===== config.mk =====
export PLATFORM = sky130hd
export DESIGN_NAME = pdr_top
export DESIGN_NICKNAME = d
export VERILOG_FILES = /design/src/design/pdr_top.v /design/src/design/pdr_group.v
export VERILOG_INCLUDE_DIRS = /design/src /design/src/design
export SDC_FILE = /design/constraint.sdc
export NUM_CORES = 1
export LEC_CHECK = 0
export BUFFER_PORTS_ARGS = -buffer_cell sky130_fd_sc_hd__buf_2
export CAP_MARGIN = 30
export CELL_PAD_IN_SITES_DETAIL_PLACEMENT = 1
export CELL_PAD_IN_SITES_GLOBAL_PLACEMENT = 2
export CORE_MARGIN = 5
export CORE_UTILIZATION = 30
export DETAILED_ROUTE_END_ITERATION = 12
export PLACE_DENSITY_LB_ADDON = 0.25
export SYNTH_ARGS = -nofsm -noshare
export SYNTH_HDL_FRONTEND = slang
export SYNTH_SLANG_ARGS = --single-unit

===== constraint.sdc =====
create_clock -name CORE_CLK -period 2.6 [get_ports CORE_CLK]
set_input_delay 0.78 -clock CORE_CLK [delete_from_list [all_inputs] [get_ports CORE_CLK]]
set_output_delay 0.78 -clock CORE_CLK [all_outputs]
set_load 0.01 [all_outputs]

===== src/design/pdr_regs.vh =====
`ifndef PDR_REGS_VH
`define PDR_REGS_VH
// byte addresses on APB
`define PDR_ADDR_OUT_HIGH 12'h000
`define PDR_ADDR_OUT_LOW 12'h004
`define PDR_ADDR_NEXT_HIGH 12'h008
`define PDR_ADDR_NEXT_HIGH_LOWNIB 12'h00C
`define PDR_ADDR_NEXT_LOW 12'h010
`define PDR_ADDR_NEXT_LOW_LOWNIB 12'h014
`define PDR_ADDR_ENABLE_HIGH 12'h018
`define PDR_ADDR_ENABLE_LOW 12'h01C
`define PDR_ADDR_CTRL 12'h020
// reset values
`define PDR_RST_DATA 8'h00
`define PDR_RST_CTRL 8'hFF
`define PDR_RST_NIB 4'h0
`define PDR_RST_PINS 16'h0000
// read value of an unused nibble
`define PDR_NIB_ONES 4'hF
`define PDR_BYTE_ZERO 8'h00
`define PDR_WORD_ZERO 32'h00000000
`define PDR_PAD_ZERO 24'h000000
`endif


===== src/design/pdr_top.v =====
// The APB interface to the registers and the register offsets were decided locally.
`timescale 1ns/1ps
`include "pdr_regs.vh"
// Functional notes
// sixteen output data bits in high and low bytes drive the pulse pins
// output data bits with pulse enable set ignore processor writes
// on selected trigger, enabled next-data bits copy into output data
// disabled output bits take processor writes to preset initial level
// output data and next data reset to zero
// next-data decoding follows whether paired groups share a trigger
// groups 2,3 same trigger: upper next data at one address
// groups 2,3 differ: bits 15-12 and 11-8 at two addresses
// groups 0,1 same trigger: lower next data at one address
// groups 0,1 differ: bits 7-4 and 3-0 at two addresses
// unused nibble in split views reads ones, ignores writes
// each nibble moves only on its own group's selected trigger
// only bits whose enable is one are ever transferred
// select codes 00..11 pick compare match of timer channel 0..3
// enabled bits of a group update together in the trigger cycle
module pdr_top (
    // clock and reset
    input wire CORE_CLK,
    input wire NRST,
    // apb slave
    input wire PSEL,
    input wire PENABLE,
    input wire PWRITE,
    input wire [11:0] PADDR,
    input wire [31:0] PWDATA,
    output reg [31:0] PRDATA,
    output reg PREADY,
    output reg PSLVERR,
    // compare match pulses, timer channels 0..3
    input wire [3:0] MATCH_PULSE,
    // pulse outputs
    output reg [15:0] PULSE_OUT
);
    reg [15:0] next_data_r;
    reg [15:0] enable_r;
    reg [7:0] ctrl_r;
    wire [15:0] out_data;
    wire wr_acc;
    wire rd_acc;
    wire high_shared;
    wire low_shared;
    reg [31:0] rdata_nxt;
    reg hit_nxt;
    reg [3:0] grp_wr;
    wire [15:0] next_nxt;
    reg [31:0] prdata_nxt;
    reg pready_nxt;
    reg pslverr_nxt;

    // read view of each register, low byte of the word
    wire [7:0] rd_out_high;
    wire [7:0] rd_out_low;
    wire [7:0] rd_next_high;
    wire [7:0] rd_next_high_nib;
    wire [7:0] rd_next_low;
    wire [7:0] rd_next_low_nib;
    wire [7:0] rd_enable_high;
    wire [7:0] rd_enable_low;
    wire [7:0] rd_ctrl;

    // write strobes decoded from the access cycle
    wire out_high_wr;
    wire out_low_wr;
    wire en_high_wr;
    wire en_low_wr;
    wire ctrl_wr;
    wire setup_phase;
    genvar g;
    genvar p;

    // one-wait-free apb: answer in the access cycle itself
    assign wr_acc = PSEL & PENABLE & PWRITE;
    assign rd_acc = PSEL & ~PENABLE & ~PWRITE;

    // a pair shares one window when both groups pick the same channel
    assign high_shared = pair_shared(ctrl_r[7:4]);
    assign low_shared = pair_shared(ctrl_r[3:0]);

    function is_addr;
        input [11:0] a;
        input [11:0] b;
        begin
            is_addr = (a == b);
        end
    endfunction

    // upper code pair against lower code pair
    function pair_shared;
        input [3:0] sel;
        begin
            pair_shared = (sel[3:2] == sel[1:0]);
        end
    endfunction

    // split view, live nibble on top and ones below
    function [7:0] view_upper;
        input [3:0] nib;
        begin
            view_upper = {nib, `PDR_NIB_ONES};
        end
    endfunction

    // split view, ones on top and live nibble below
    function [7:0] view_lower;
        input [3:0] nib;
        begin
            view_lower = {`PDR_NIB_ONES, nib};
        end
    endfunction

    // registers sit in the low byte, upper bits read zero
    function [31:0] pad_byte;
        input [7:0] b;
        begin
            pad_byte = {`PDR_PAD_ZERO, b};
        end
    endfunction

    // merged window or upper-nibble window of one pair
    function [7:0] pair_view;
        input shared;
        input [7:0] data;
        begin
            if (shared) begin
                pair_view = data;
            end else begin
                pair_view = view_upper(data[7:4]);
            end
        end
    endfunction

    // next value of one pair; the idle nibble of a split view never changes
    function [7:0] pair_next;
        input shared;
        input hit_full;
        input hit_nib;
        input [7:0] cur;
        input [7:0] wdata;
        begin
            pair_next = cur;
            if (hit_full) begin
                if (shared) begin
                    pair_next = wdata;
                end else begin
                    pair_next[7:4] = wdata[7:4];
                end
            end
            if (hit_nib && !shared) begin
                pair_next[3:0] = wdata[3:0];
            end
        end
    endfunction

    // per-group output data with its own trigger select
    generate
        for (g = 0; g < 4; g = g + 1) begin : grp
            pdr_group u_grp (
                .clk(CORE_CLK),
                .rst_n(NRST),
                .match_pulse(MATCH_PULSE),
                .sel(ctrl_r[2*g+1:2*g]),
                .wr_en(grp_wr[g]),
                .wr_data(PWDATA[4*(g%2)+3:4*(g%2)]),
                .enable(enable_r[4*g+3:4*g]),
                .next_data(next_data_r[4*g+3:4*g]),
                .out_data(out_data[4*g+3:4*g])
            );
        end
    endgenerate

    assign out_high_wr = wr_acc & is_addr(PADDR, `PDR_ADDR_OUT_HIGH);
    assign out_low_wr = wr_acc & is_addr(PADDR, `PDR_ADDR_OUT_LOW);

    // both groups of a byte see the strobe; enabled bits drop it inside
    always @* begin
        grp_wr = 4'h0;
        if (out_low_wr) begin
            grp_wr[1:0] = 2'h3;
        end
        if (out_high_wr) begin
            grp_wr[3:2] = 2'h3;
        end
    end

    // next-data write decode, one pair of groups per pass
    generate
        for (p = 0; p < 2; p = p + 1) begin : pair
            wire shared_w;
            wire hit_full;
            wire hit_nib;
            assign shared_w = (p == 1) ? high_shared : low_shared;
            assign hit_full = wr_acc &
                is_addr(PADDR, (p == 1) ? `PDR_ADDR_NEXT_HIGH : `PDR_ADDR_NEXT_LOW);
            assign hit_nib = wr_acc &
                is_addr(PADDR, (p == 1) ? `PDR_ADDR_NEXT_HIGH_LOWNIB : `PDR_ADDR_NEXT_LOW_LOWNIB);
            assign next_nxt[8*p+7:8*p] =
                pair_next(shared_w, hit_full, hit_nib, next_data_r[8*p+7:8*p], PWDATA[7:0]);
        end
    endgenerate

    // output data and controls read back as stored
    assign rd_out_high = out_data[15:8];
    assign rd_out_low = out_data[7:0];
    assign rd_enable_high = enable_r[15:8];
    assign rd_enable_low = enable_r[7:0];
    assign rd_ctrl = ctrl_r;

    // next data follows the window of its pair
    assign rd_next_high = pair_view(high_shared, next_data_r[15:8]);
    assign rd_next_high_nib = view_lower(next_data_r[11:8]);
    assign rd_next_low = pair_view(low_shared, next_data_r[7:0]);
    assign rd_next_low_nib = view_lower(next_data_r[3:0]);

    always @* begin
        rdata_nxt = `PDR_WORD_ZERO;
        hit_nxt = 1'b1;
        case (PADDR)
            `PDR_ADDR_OUT_HIGH: begin
                rdata_nxt = pad_byte(rd_out_high);
            end

            `PDR_ADDR_OUT_LOW: begin
                rdata_nxt = pad_byte(rd_out_low);
            end

            `PDR_ADDR_NEXT_HIGH: begin
                rdata_nxt = pad_byte(rd_next_high);
            end

            // the nibble window only exists while the pair is split
            `PDR_ADDR_NEXT_HIGH_LOWNIB: begin
                if (high_shared) begin
                    hit_nxt = 1'b0;
                end else begin
                    rdata_nxt = pad_byte(rd_next_high_nib);
                end
            end

            `PDR_ADDR_NEXT_LOW: begin
                rdata_nxt = pad_byte(rd_next_low);
            end

            `PDR_ADDR_NEXT_LOW_LOWNIB: begin
                if (low_shared) begin
                    hit_nxt = 1'b0;
                end else begin
                    rdata_nxt = pad_byte(rd_next_low_nib);
                end
            end

            `PDR_ADDR_ENABLE_HIGH: begin
                rdata_nxt = pad_byte(rd_enable_high);
            end

            `PDR_ADDR_ENABLE_LOW: begin
                rdata_nxt = pad_byte(rd_enable_low);
            end

            `PDR_ADDR_CTRL: begin
                rdata_nxt = pad_byte(rd_ctrl);
            end

            default: begin
                hit_nxt = 1'b0;
            end
        endcase
    end

    // control register write strobes
    assign en_high_wr = wr_acc & is_addr(PADDR, `PDR_ADDR_ENABLE_HIGH);
    assign en_low_wr = wr_acc & is_addr(PADDR, `PDR_ADDR_ENABLE_LOW);
    assign ctrl_wr = wr_acc & is_addr(PADDR, `PDR_ADDR_CTRL);

    // setup cycle of any transfer
    assign setup_phase = PSEL & ~PENABLE;

    // next data, only moved by bus writes
    always @(posedge CORE_CLK or negedge NRST) begin
        if (!NRST) begin
            next_data_r <= {`PDR_RST_DATA, `PDR_RST_DATA};
        end else begin
            next_data_r <= next_nxt;
        end
    end

    // per-bit pulse enables
    always @(posedge CORE_CLK or negedge NRST) begin
        if (!NRST) begin
            enable_r <= {`PDR_RST_DATA, `PDR_RST_DATA};
        end else begin
            if (en_high_wr) begin
                enable_r[15:8] <= PWDATA[7:0];
            end
            if (en_low_wr) begin
                enable_r[7:0] <= PWDATA[7:0];
            end
        end
    end

    // trigger selects; reset puts every group on channel 3
    always @(posedge CORE_CLK or negedge NRST) begin
        if (!NRST) begin
            ctrl_r <= `PDR_RST_CTRL;
        end else if (ctrl_wr) begin
            ctrl_r <= PWDATA[7:0];
        end
    end

    // ready is registered in setup so the access needs no wait state
    always @* begin
        pready_nxt = setup_phase;
        pslverr_nxt = setup_phase & ~hit_nxt;
        prdata_nxt = PRDATA;
        if (rd_acc) begin
            prdata_nxt = rdata_nxt;
        end
    end

    always @(posedge CORE_CLK or negedge NRST) begin
        if (!NRST) begin
            PRDATA <= `PDR_WORD_ZERO;
            PREADY <= 1'b0;
            PSLVERR <= 1'b0;
        end else begin
            PREADY <= pready_nxt;
            PSLVERR <= pslverr_nxt;
            PRDATA <= prdata_nxt;
        end
    end

    // pins lag output data by one flop, all bits together
    always @(posedge CORE_CLK or negedge NRST) begin
        if (!NRST) begin
            PULSE_OUT <= `PDR_RST_PINS;
        end else begin
            PULSE_OUT <= out_data;
        end
    end
endmodule


===== src/design/pdr_group.v =====
`timescale 1ns/1ps
`include "pdr_regs.vh"
module pdr_group (
    // clock and reset
    input wire clk,
    input wire rst_n,
    // trigger source
    input wire [3:0] match_pulse,
    input wire [1:0] sel,
    // cpu side
    input wire wr_en,
    input wire [3:0] wr_data,
    input wire [3:0] enable,
    input wire [3:0] next_data,
    // output
    output reg [3:0] out_data
);
    integer i;
    wire fire;
    reg [3:0] out_nxt;

    assign fire = match_pulse[sel];

    always @* begin
        for (i = 0; i < 4; i = i + 1) begin
            if (enable[i]) begin
                out_nxt[i] = fire ? next_data[i] : out_data[i];
            end else begin
                out_nxt[i] = wr_en ? wr_data[i] : out_data[i];
            end
        end
    end

    always @(posedge clk or negedge rst_n) begin
        if (!rst_n) begin
            out_data <= `PDR_RST_NIB;
        end else begin
            out_data <= out_nxt;
        end
    end
endmodule


==> After elaboration in Yosys (flattened, before gate mapping) <==
Index checks and enable logic that the tools add are counted.
{ "classes": {"n_addsub": 0, "multipliers": 0, "div_mod_pow": 0, "order_cmp": 4, "n_eq_ne": 26, "n_shift": 0, "mux": 72, "bitwise": 17, "reduce_logical": 44} }
{ "op_table": {"columns": ["op", "count"], "rows": [
  ["$pmux 8 s9", 1],
  ["$mux 1", 54],
  ["$eq 12x5->1 const B", 4],
  ["$reduce_bool 2->1", 20],
  ["$reduce_and 2->1", 18],
  ["$mux 4", 8],
  ["$ne 2x1->1 const B", 16],
  ["$eq 12x4->1 const B", 2],
  ["$mux 8", 2],
  ["$and 1x1->1", 14],
  ["$eq 12x3->1 const B", 1],
  ["$eq 12x6->1 const B", 1],
  ["$logic_not 12->1", 1],
  ["$lt 2x3->1 const B", 4],
  ["$bmux 1 s2", 4],
  ["$reduce_or 7->1", 1],
  ["$eq 2x2->1", 2],
  ["$mux 2", 2],
  ["$not 1->1", 3],
  ["$pmux 1 s3", 1],
  ["$logic_and 1x1->1", 2],
  ["$logic_not 1->1", 2]
]} }
{ "totals": {"reg_bits": 106, "latchBits": 0, "ram_bits": 0, "rom_bits": 0, "out_inout_bits": 50, "elab_cells": 190, "mem_count": 0} }

==> Logic depth before layout (Yosys ltp) <==
Gate-level depths: netlist of run 1.
{ "logic_depth": {"ltp_word": 6, "depth_mapped": 7, "ltp_nobuf": 5} }

==> Hierarchy <==
From an unflattened synthesis of run 1, not the netlist that was laid out.
{ "unflattened": {"cells_unflattened": 448, "hier_area_um2": 5063.6} }
{ "modules_own_cells": {"columns": ["module", "instances", "cells_each", "area_each_um2"], "rows": [
  ["pdr_top", 1, 304, 3482.1],
  ["pdr_group", 4, 36, 395.4]
]} }

==> Worst setup path after synthesis of run 1 <==
No wires, ideal clock.
{ "synth_path": {"path_kind": "input to register", "from": "in PADDR[9]", "to": "reg next_data_r[10]", "t_arrival_ns": 2.543, "required_ns": 2.472, "path_slack_ns": -0.070, "path_stages": 6, "path_buffers": 1, "cell_sequence": "or4_4 > buf_6 > nor4_4 > nand3_4 > nor3_4 > mux2_1"} }
{ "synth_between": {"elab_chain_len": 5} }
{ "synth_lines": {"columns": ["item", "line", "rtl"], "rows": [
  ["from (decl)", "pdr_top.v:28", "input wire [11:0] PADDR,"],
  ["$eq 12x4->1", null, null],
  ["$and 1x1->1", "pdr_top.v:198", "assign hit_nib = wr_acc &"],
  ["$logic_and 1x1->1", "pdr_top.v:152", "if (hit_nib && !shared) begin"],
  ["$reduce_bool 2->1 (no line)", null, null],
  ["$reduce_and 2->1 (no line)", null, null],
  ["to (signal assigned)", "pdr_top.v:284", "next_data_r <= {`PDR_RST_DATA, `PDR_RST_DATA};"],
  ["to (signal assigned)", "pdr_top.v:286", "next_data_r <= next_nxt;"],
  ["to (decl)", "pdr_top.v:38", "reg [15:0] next_data_r;"]
]} }
Parallel ways exist; a longest one is shown, timed or not.
A chain may end at the register's enable or synchronous reset.

==> Worst setup path after layout of run 1 <==
{ "layout_path": {"from": "in PADDR[9]", "to": "reg next_data_r[11]"} }
Same word-level chain as after synthesis.

==> impl_metrics.csv, run 1 <==
group,metric,value,unit
run_status,status,"finished, final reports clean",
pwr,design_power_total,2.84,mW
synthesis,ys_types,56,
global_route,overflow,0,
timing,setup_violations,0,
floorplanning,pin_count,103,
synthesis,synth.area.top_cells,"dfrtp_1, mux2i_1, mux2_2",
clock_network,htree_levels,3,
timing,fin_skew,0.00900,ns
drt,dr.pass1.iters,4,
synthesis,yosys_warnings,0,
clock_network,cts_sinks,82,
clock_network,clk_pin_slew,0.06,ns
floorplanning,core_area,0.0145,sq mm
timing,slew_violations,0,
global_route,grt_pass1_vias,3467,
placed_design,port_buffers,54,
synthesis,avgSynthCellArea,11.9,sq um
pwr,ir_worst_vdd,0.000254,V
timing,setup_ws,0.219,ns
timing,report.final.hold_viol_count,0,
clock_network,clkLatencyLatePin,0.34,ns
setup_path,crit_path_max_incr_delay,0.58,ns
clock_network,cts.path.max_buffers,2,
drt,routed_wl,13.4,mm
synthesis,synth_area,0.00443,sq mm
finish,drive_gt1_share,36.1,%
placed_design,place_hpwl,9.96,mm
setup_path,slowest_stage,"or4_4",
setup_path,crit_fanout,5,
floorplanning,die_x,131,um
setup_path,path_cells,"buf_2, or4_4, nor4_4, nand3_4, nor3_4, buf_4, mux2_1",
synthesis,synth_top_area_cell,"dfrtp_1",
finish,final_util,37.4,%
synthesis,syn_inst,373,
drt,drt_iter0_drc,143,
job,cap_violations,0,
timing,final.period_utilization,91.6,%
drt,drtAntennaViolNets,0,
pwr,cellLeakagePower,2.64,nW
drt,via_per_inst,5.11,
synthesis,netlist.area_leader.share,41.8,%
finish,syn2layout_area_growth,22.2,%
synthesis,yosysMostFrequentCell,"dfrtp_1",
synthesis,synth_common_cells,"dfrtp_1, mux2i_1, mux2_2",
finish,design_area,0.00541,sq mm
finish,nNetsFinal,511,
hold_path,hold_path.class,"in -> async",
timing,rsz0062_at_grt,"no",
synthesis,synthFlopType,"dfrtp_1",
synthesis,seq_area_frac_synth,46.6,%
synthesis,ys_ff_latch,82,
drt,route.detailed.drc,0,
setup_path,end_kind,"flip-flop",
timing,fmax,420,MHz
drt,vias,3307,
finish,fin_cells,647,
synthesis,async_flop_share,100,%
clock_network,clock-root-buffer,"clkbuf_16",
finish,n_fill_cell,1563,
synthesis,synth-edff-count,0,
drt,wl_per_cell,20.8,um
global_route,antenna_found_initial,0,
timing,tightest_slew,0.616,ns
floorplanning,rows,44,
clock_network,cts_setup_buffers,0,
placed_design,placed_area,0.00511,sq mm
clock_network,cts_tree,"built",
clock_network,cts_made_buffers,9,
setup_path,setup.worst_path.class,"in -> reg",
placed_design,gp_congestion,0.863,
clock_network,holdBufCountCts,0,
timing,min_period,2.38,ns
floorplanning,die_h,131,um
floorplanning,start_util,30.6,%
placed_design,dp_cells,631,
placed_design,pre_cts_slack,-0.125,ns
global_route,grt_pass1_wl,21.1,mm
pwr,power_density,525,mW/mm^2
setup_path,worstPathRequired,2.81,ns
floorplanning,die_area,0.0173,sq mm
timing,slew_headroom,57.8,%
finish,diodes,0,
setup_path,startpoint_type,"primary input",
global_route,grt_max_degree,44,
clock_network,post_cts_resized,0,
setup_path,arrival,2.59,ns
global_route,grtUsageTotal,15.6,%
state kept, by name (all words and copies together), names as in the netlist:
signal and count:
PRDATA 8, PREADY 1, PSLVERR 1, PULSE_OUT 16, ctrl_r 8, enable_r 16
grp.u_grp.out_data 16, next_data_r 16
kinds of logic after synthesis:
group           after synthesis  synth area share [%]
compound gates               51                  8.28
xor+xnor                      6                  1.19
fa+ha+maj                     3                 0.678
buf+inv                      44                  6.08
flops                        82                  46.6
mux                          98                  24.5
other cells                   1                0.0847
simple gates                 88                  12.6
final timing paths:
kind | startpoint | endpoint | slack [ns] | cells after the start
hold / removal | NRST | PULSE_OUT[12]$_DFF_PN0_ | 0.41 | 1
min in group CORE_CLK | grp[2].u_grp.out_data[1]$_DFFE_PN0P_ | PULSE_OUT[9]$_DFF_PN0_ | 0.43 | 0
max in group asynchronous | NRST | ctrl_r[5]$_DFFE_PN1P_ | 1.51 | 2
hold reg to reg | grp[2].u_grp.out_data[1]$_DFFE_PN0P_ | PULSE_OUT[9]$_DFF_PN0_ | 0.43 | 0
setup / recovery | PADDR[9] | next_data_r[11]$_DFFE_PN0P_ | 0.22 | 7
setup reg to reg | ctrl_r[4]$_DFFE_PN1P_ | PRDATA[0]$_DFFE_PN0P_ | 0.27 | 5
placed cells by master, fill, tap and decap left out, drive strengths merged, types with 5 or more instances in the layout:
cell type  instances
mux2              43
nor2b              7
o21ai             16
buf               90
nand3             13
mux2i             51
clkbuf            13
conb              24
nor3              21
inv                5
a2111oi            5
dfrtp             74
nor2               8
nand2             13
dfstp              8
report_power, final:
part,switching (mW),internal [mW],total [mW]
Clock,0.510,0.842,1.35
Sequential,0.00212,1.28,1.28
Combinational,0.141,0.0649,0.206
Total,0.654,2.19,2.84
layout make-up:
cell class	count	area, sq um	share of cell area (%)
multi-input combinational	270	2190	40.5
tap	184	230	4.25
clock buffer	13	240	4.44
timing repair buffer	90	606	11.2
sequential	82	2060	38.1
inverter	5	18.8	0.347
clock inverter	3	65.1	1.20
through the flow:
step / TNS [ns] / hold WS, ns
after floorplan: -0.468 / 0.382
after global placement: -1.63 / 0.411
after detailed placement: -2.35 / 0.416
after CTS: 0 / 0.429
after global routing: 0 / 0.444
final: 0 / 0.413
critical path: cells and delay by family:
family / cells / cell delay [ns]
muxes: 1 / 0.33
buffers and inverters: 2 / 0.28
and+or+nand+nor: 4 / 1.20
metal layers:
metal | vias up | routed length (um) | track usage [%]
met2 | 72 | 6420 | 24.9
met5 | - | 0 | 0
met1 | 1709 | 6380 | 21.8
li1 | 1518 | - | -
met4 | 0 | 156 | 4.29
met3 | 8 | 486 | 3.02
Note: power is estimated with default switching activity, not from simulation.
==> run 2: changes to the inputs <==
--- a/config.mk
+++ b/config.mk
@@ -11,9 +11,10 @@
 export CELL_PAD_IN_SITES_DETAIL_PLACEMENT = 1
 export CELL_PAD_IN_SITES_GLOBAL_PLACEMENT = 2
 export CORE_MARGIN = 5
-export CORE_UTILIZATION = 30
+export CORE_UTILIZATION = 35
 export DETAILED_ROUTE_END_ITERATION = 12
-export PLACE_DENSITY_LB_ADDON = 0.25
+export PLACE_DENSITY = 0.79
+export SLEW_MARGIN = 15
 export SYNTH_ARGS = -nofsm -noshare
 export SYNTH_HDL_FRONTEND = slang
 export SYNTH_SLANG_ARGS = --single-unit
==> run 2 against run 1 <==
Global-route usage up 2.5 points; sequential cell count unchanged; worst hold slack better by 0.012 ns; register-to-register slack better by 0.10 ns; die area down 13%; maximum frequency down 2.5%; via count up 2.7%; worst setup slack worse by 0.061 ns.
==> impl_metrics.csv, run 2 (synthesis gave the netlist of run 1 again) <==
group,metric,value,unit
global_route,grt_max_degree,42,
timing,slew_headroom,65.0,%
finish,final_common_cell,"dfrtp_1",
timing,fin_skew,0.00387,ns
drt,drtAntennaViolNets,0,
pwr,power_density,507,mW/mm^2
pwr,cellLeakagePower,2.62,nW
clock_network,cts_made_buffers,9,
global_route,grt_pass1_vias,3591,
clock_network,clk_pin_slew,0.06,ns
placed_design,placed_area,0.00508,sq mm
finish,n_fill_cell,1417,
timing,final.period_utilization,94.0,%
floorplanning,rows,41,
pwr,power_frac_comb,7.6,%
timing,rsz0062_at_grt,"no",
global_route,grt_pass1_wl,20.5,mm
floorplanning,core_area,0.0125,sq mm
pwr,pwr-share-seq,47.1,%
floorplanning,die_h,122,um
finish,design_area,0.00537,sq mm
job,cap_violations,0,
setup_path,crit_fanout,5,
setup_path,worst-path-buf-inv,3,
setup_path,cp_top_family,"simple AND/OR/NAND/NOR gates",
finish,final_util,42.9,%
clock_network,post_cts_resized,0,
clock_network,clkLatencyLatePin,0.34,ns
clock_network,cts_setup_buffers,0,
finish,diodes,0,
drt,routed_wl,13.2,mm
timing,fmax,409,MHz
clock_network,holdBufCountCts,0,
clock_network,cts.path.max_buffers,2,
finish,syn2layout_area_growth,21.3,%
finish,layout_common_cells,"dfrtp_1, buf_2, mux2i_1",
pwr,design_power_total,2.72,mW
drt,route.detailed.drc,0,
setup_path,slowest_stage,"or4_4",
setup_path,arrival,2.66,ns
finish,drive_gt1_share,36.7,%
setup_path,path_cells,"buf_2, or4_4, nor4_4, buf_4, nand3_2, buf_4, mux2i_1, mux2i_1",
placed_design,port_buffers,54,
finish,fin_cells,633,
floorplanning,die_area,0.0150,sq mm
setup_path,setup.worst_path.class,"in -> reg",
drt,vias,3397,
clock_network,htree_levels,3,
hold_path,hold_path.class,"in -> async",
global_route,grtUsageTotal,18.1,%
clock_network,clock-root-buffer,"clkbuf_16",
timing,tightest_slew,0.512,ns
timing,finalSetupTns,0,ns
pwr,internal_power,2.07,mW
pwr,switchingPower,0.657,mW
clock_network,cts_sinks,82,
clock_network,cts_tree,"built",
drt,wl_per_cell,20.8,um
floorplanning,start_util,35.4,%
timing,min_period,2.44,ns
drt,drt_iter0_drc,232,
setup_path,end_kind,"flip-flop",
setup_path,crit_path_max_incr_delay,0.57,ns
floorplanning,pin_count,103,
placed_design,place_hpwl,9.72,mm
placed_design,gp_congestion,0.872,
timing,setup_violations,0,
pwr,switching_share,24.1,%
floorplanning,die_x,122,um
drt,via_per_inst,5.37,
global_route,overflow,0,
finish,nNetsFinal,509,
pwr,ir_worst_vdd,0.000240,V
timing,report.final.hold_viol_count,0,
global_route,antenna_found_initial,0,
pwr,clock_power_share,45.3,%
setup_path,startpoint_type,"primary input",
run_status,status,"finished, final reports clean",
placed_design,dp_cells,617,
timing,slew_violations,0,
setup_path,worstPathRequired,2.82,ns
drt,dr.pass1.iters,5,
-- run 2: cell count changes in the layout (fill, tap and decap cells not counted) --
cell / change
buf_4: -2
bufinv_16: -2
clkbuf_1: -4
clkbuf_8: +3
clkinv_2: +1
clkinvlp_4: +2
-- run 2: path summary, 6_finish.rpt --
kind / startpoint / end / slack (ns) / cells after the start
setup reg to reg: ctrl_r[5]$_DFFE_PN1P_ / PRDATA[5]$_DFFE_PN0P_ / 0.37 / 6
max in group asynchronous: NRST / ctrl_r[1]$_DFFE_PN1P_ / 1.49 / 2
min in group CORE_CLK: grp[2].u_grp.out_data[1]$_DFFE_PN0P_ / PULSE_OUT[9]$_DFF_PN0_ / 0.43 / 0
setup / recovery: PADDR[9] / grp[2].u_grp.out_data[0]$_DFFE_PN0P_ / 0.16 / 8
hold reg to reg: grp[2].u_grp.out_data[1]$_DFFE_PN0P_ / PULSE_OUT[9]$_DFF_PN0_ / 0.43 / 0
hold / removal: NRST / PULSE_OUT[7]$_DFF_PN0_ / 0.43 / 1
-- run 2: worst register-to-register path, stage by stage, from the launching register on --
cell       delay [ns]
dfstp_2          0.57
xor2_1           0.13
nor2_1           0.42
o32ai_1          0.20
buf_4            0.18
a2111oi_0        0.42
o21ai_0          0.17
-- run 2: area by class of cell --
cell class	count	area, sq um	share of cell area, %
clock inverters	4	25.0	0.466
inverters	5	18.8	0.350
flip-flops and latches	82	2060	38.4
well taps	172	215	4.01
multi-input cells	270	2190	40.8
repair buffers	88	591	11.0
clock buffers	12	267	4.97
-- run 2: through the flow --
stage / hold WS (ns) / setup slack, ns
after CTS: 0.427 / 0.141
after global placement: 0.397 / -0.129
after detailed placement: 0.410 / -0.203
after floorplan: 0.382 / -0.0702
after global routing: 0.438 / 0.0699
final: 0.426 / 0.157
-- run 2: metal layers --
metal	vias up	routed length (um)	share of wire (%)	GRT usage, %
li1	1515	-	-	-
met2	114	6330	48	29.4
met1	1747	5950	45	24.6
met4	0	269	2.0	6.16
met3	21	645	4.9	3.13
met5	-	0	0	0
-- run 2: power by group through the flow --
stage          clock (mW)  combinational [mW]  sequential (mW)
2_1_floorplan           0               0.117             1.31
3_3_place_gp            0               0.201             1.31
5_1_grt              1.32               0.226             1.28
6_report             1.23               0.207             1.28
4_1_cts              1.26               0.207             1.28
3_5_place_dp            0               0.206             1.31
==> run 3: changes to the inputs <==
--- a/config.mk
+++ b/config.mk
@@ -14,6 +14,7 @@
 export CORE_UTILIZATION = 35
 export DETAILED_ROUTE_END_ITERATION = 12
 export PLACE_DENSITY = 0.79
+export SETUP_SLACK_MARGIN = 0.2
 export SLEW_MARGIN = 15
 export SYNTH_ARGS = -nofsm -noshare
 export SYNTH_HDL_FRONTEND = slang
==> run 3 against run 2 <==
Die area stayed put; count of clock-buffer cells in the layout decreased by 3; maximum frequency shrank 0.79%; worst hold slack lost 0.061 ns; routed wire length up 0.83%; non-clock buffer count rose by 6; worst setup slack got worse by 0.019 ns; final area up 4.1%; clock power is 20% higher; highest routed layer unchanged.
==> impl_metrics.csv, run 3 (synthesis gave the netlist of run 1 again) <==
group,metric,value,unit
run_status,status,"finished, final reports clean",
finish,syn2layout_area_growth,26.2,%
finish,nNetsFinal,515,
placed_design,place_hpwl,9.55,mm
placed_design,pre_cts_slack,-0.199,ns
floorplanning,die_h,122,um
timing,rsz0062_at_grt,"yes",
floorplanning,die_x,122,um
timing,min_period,2.46,ns
clock_network,htree_levels,3,
setup_path,end_kind,"flip-flop",
drt,routed_wl,13.3,mm
floorplanning,start_util,35.4,%
pwr,cellLeakagePower,2.69,nW
timing,slew_headroom,61.3,%
setup_path,startpoint_type,"primary input",
finish,fin_cells,639,
clock_network,cts_sinks,82,
drt,drtAntennaViolNets,0,
global_route,antenna_found_initial,0,
job,cap_violations,0,
floorplanning,die_area,0.0150,sq mm
floorplanning,core_area,0.0125,sq mm
timing,fmax,406,MHz
timing,tightest_slew,0.578,ns
global_route,grtUsageTotal,18.3,%
clock_network,clk_pin_slew,0.06,ns
timing,fin_skew,0.00716,ns
setup_path,worstPathRequired,2.82,ns
global_route,grt_max_degree,56,
setup_path,rr_startpoint,"ctrl_r[5]$_DFFE_PN1P_",
timing,timing.hold.ws,0.364,ns
finish,layout_common_cells,"dfrtp_1, buf_2, mux2i_1",
setup_path,setup.worst_path.class,"in -> reg",
setup_path,crit_fanout,4,
drt,wl_per_cell,20.8,um
clock_network,clock-root-buffer,"clkbuf_16",
timing,slew_violations,0,
pwr,power_density,532,mW/mm^2
floorplanning,rows,41,
timing,final.period_utilization,94.7,%
hold_path,hold_path.class,"in -> async",
placed_design,gp_congestion,0.901,
clock_network,cts_tree,"built",
finish,drive_gt1_share,39.8,%
drt,dr.pass1.iters,4,
clock_network,cts.path.max_buffers,2,
setup_path,arrival,2.68,ns
clock_network,holdBufCountCts,0,
timing,setup_ws,0.138,ns
drt,via_per_inst,5.30,
pwr,ir_worst_vdd,0.000252,V
floorplanning,pin_count,103,
drt,drt_iter0_drc,192,
global_route,grt_pass1_wl,20.7,mm
finish,diodes,0,
clock_network,cts_made_buffers,9,
setup_path,critPathLaunch,"PADDR[10]",
finish,final_common_cell,"dfrtp_1",
placed_design,port_buffers,54,
global_route,grt_pass1_vias,3530,
placed_design,dp_cells,617,
timing,setup_violations,0,
finish,final_util,44.6,%
global_route,overflow,0,
clock_network,clkLatencyLatePin,0.34,ns
drt,vias,3385,
timing,report.final.hold_viol_count,0,
drt,route.detailed.drc,0,
[run 3: final timing paths]
kind,end,slack [ns],cells past startpoint
max,next_data_r[15]$_DFFE_PN0P_,0.14,7
min,PULSE_OUT[7]$_DFF_PN0_,0.36,1
max reg2reg,next_data_r[9]$_DFFE_PN0P_,0.38,6
min reg2reg,PULSE_OUT[8]$_DFF_PN0_,0.42,0
max in group asynchronous,ctrl_r[0]$_DFFE_PN1P_,1.56,2
min in group CORE_CLK,PULSE_OUT[8]$_DFF_PN0_,0.42,0
[run 3: through the flow]
step | total power, mW | TNS (ns) | instance area [sq um]
4_1_cts | 2.99 | 0 | 5460
6_report | 2.97 | 0 | 5590
3_5_place_dp | 1.51 | -4.23 | 5090
3_3_place_gp | 1.51 | -3.03 | 5090
2_1_floorplan | 1.42 | -0.465 | 4540
5_1_grt | 3.07 | 0 | 5590
[run 3: timing repair]
| item | in CTS | in global routing |
|---|---|---|
| gates resized for setup | 1 | 27 |
| cloned | 0 | 0 |
| setup buffers | 2 | 4 |
| pin swaps | 0 | 9 |
| setup endpoints to repair | 6 | 28 |
[run 3: cell type report]
| cell class | count | area, sq um |
|---|---|---|
| inverter | 5 | 18.8 |
| multi-input combinational | 270 | 2270 |
| tap | 172 | 215 |
| fill | 1378 | 6930 |
| clock buffer | 9 | 225 |
| timing repair buffer | 94 | 674 |
| clock inverter | 7 | 118 |
| sequential | 82 | 2060 |
[run 3: worst max-delay path, cell delays in order]
cell and delay, ns:
buf_6 0.09, or4_4 0.55, nor4_4 0.45, nand3_4 0.15, nor3_4 0.18, buf_12 0.15
mux2_2 0.34
[run 3: metal layers]
metal	GRT usage (%)	wire [um]	vias to the layer above
li1	-	-	1538
met1	25.4	6020	1694
met2	28.3	6140	127
met3	4.10	837	26
met4	6.30	311	0
met5	0	0	-
[run 3: power breakdown]
part	switching (mW)	internal, mW
Sequential	0.00221	1.28
Combinational	0.145	0.0696
Clock	0.535	0.938
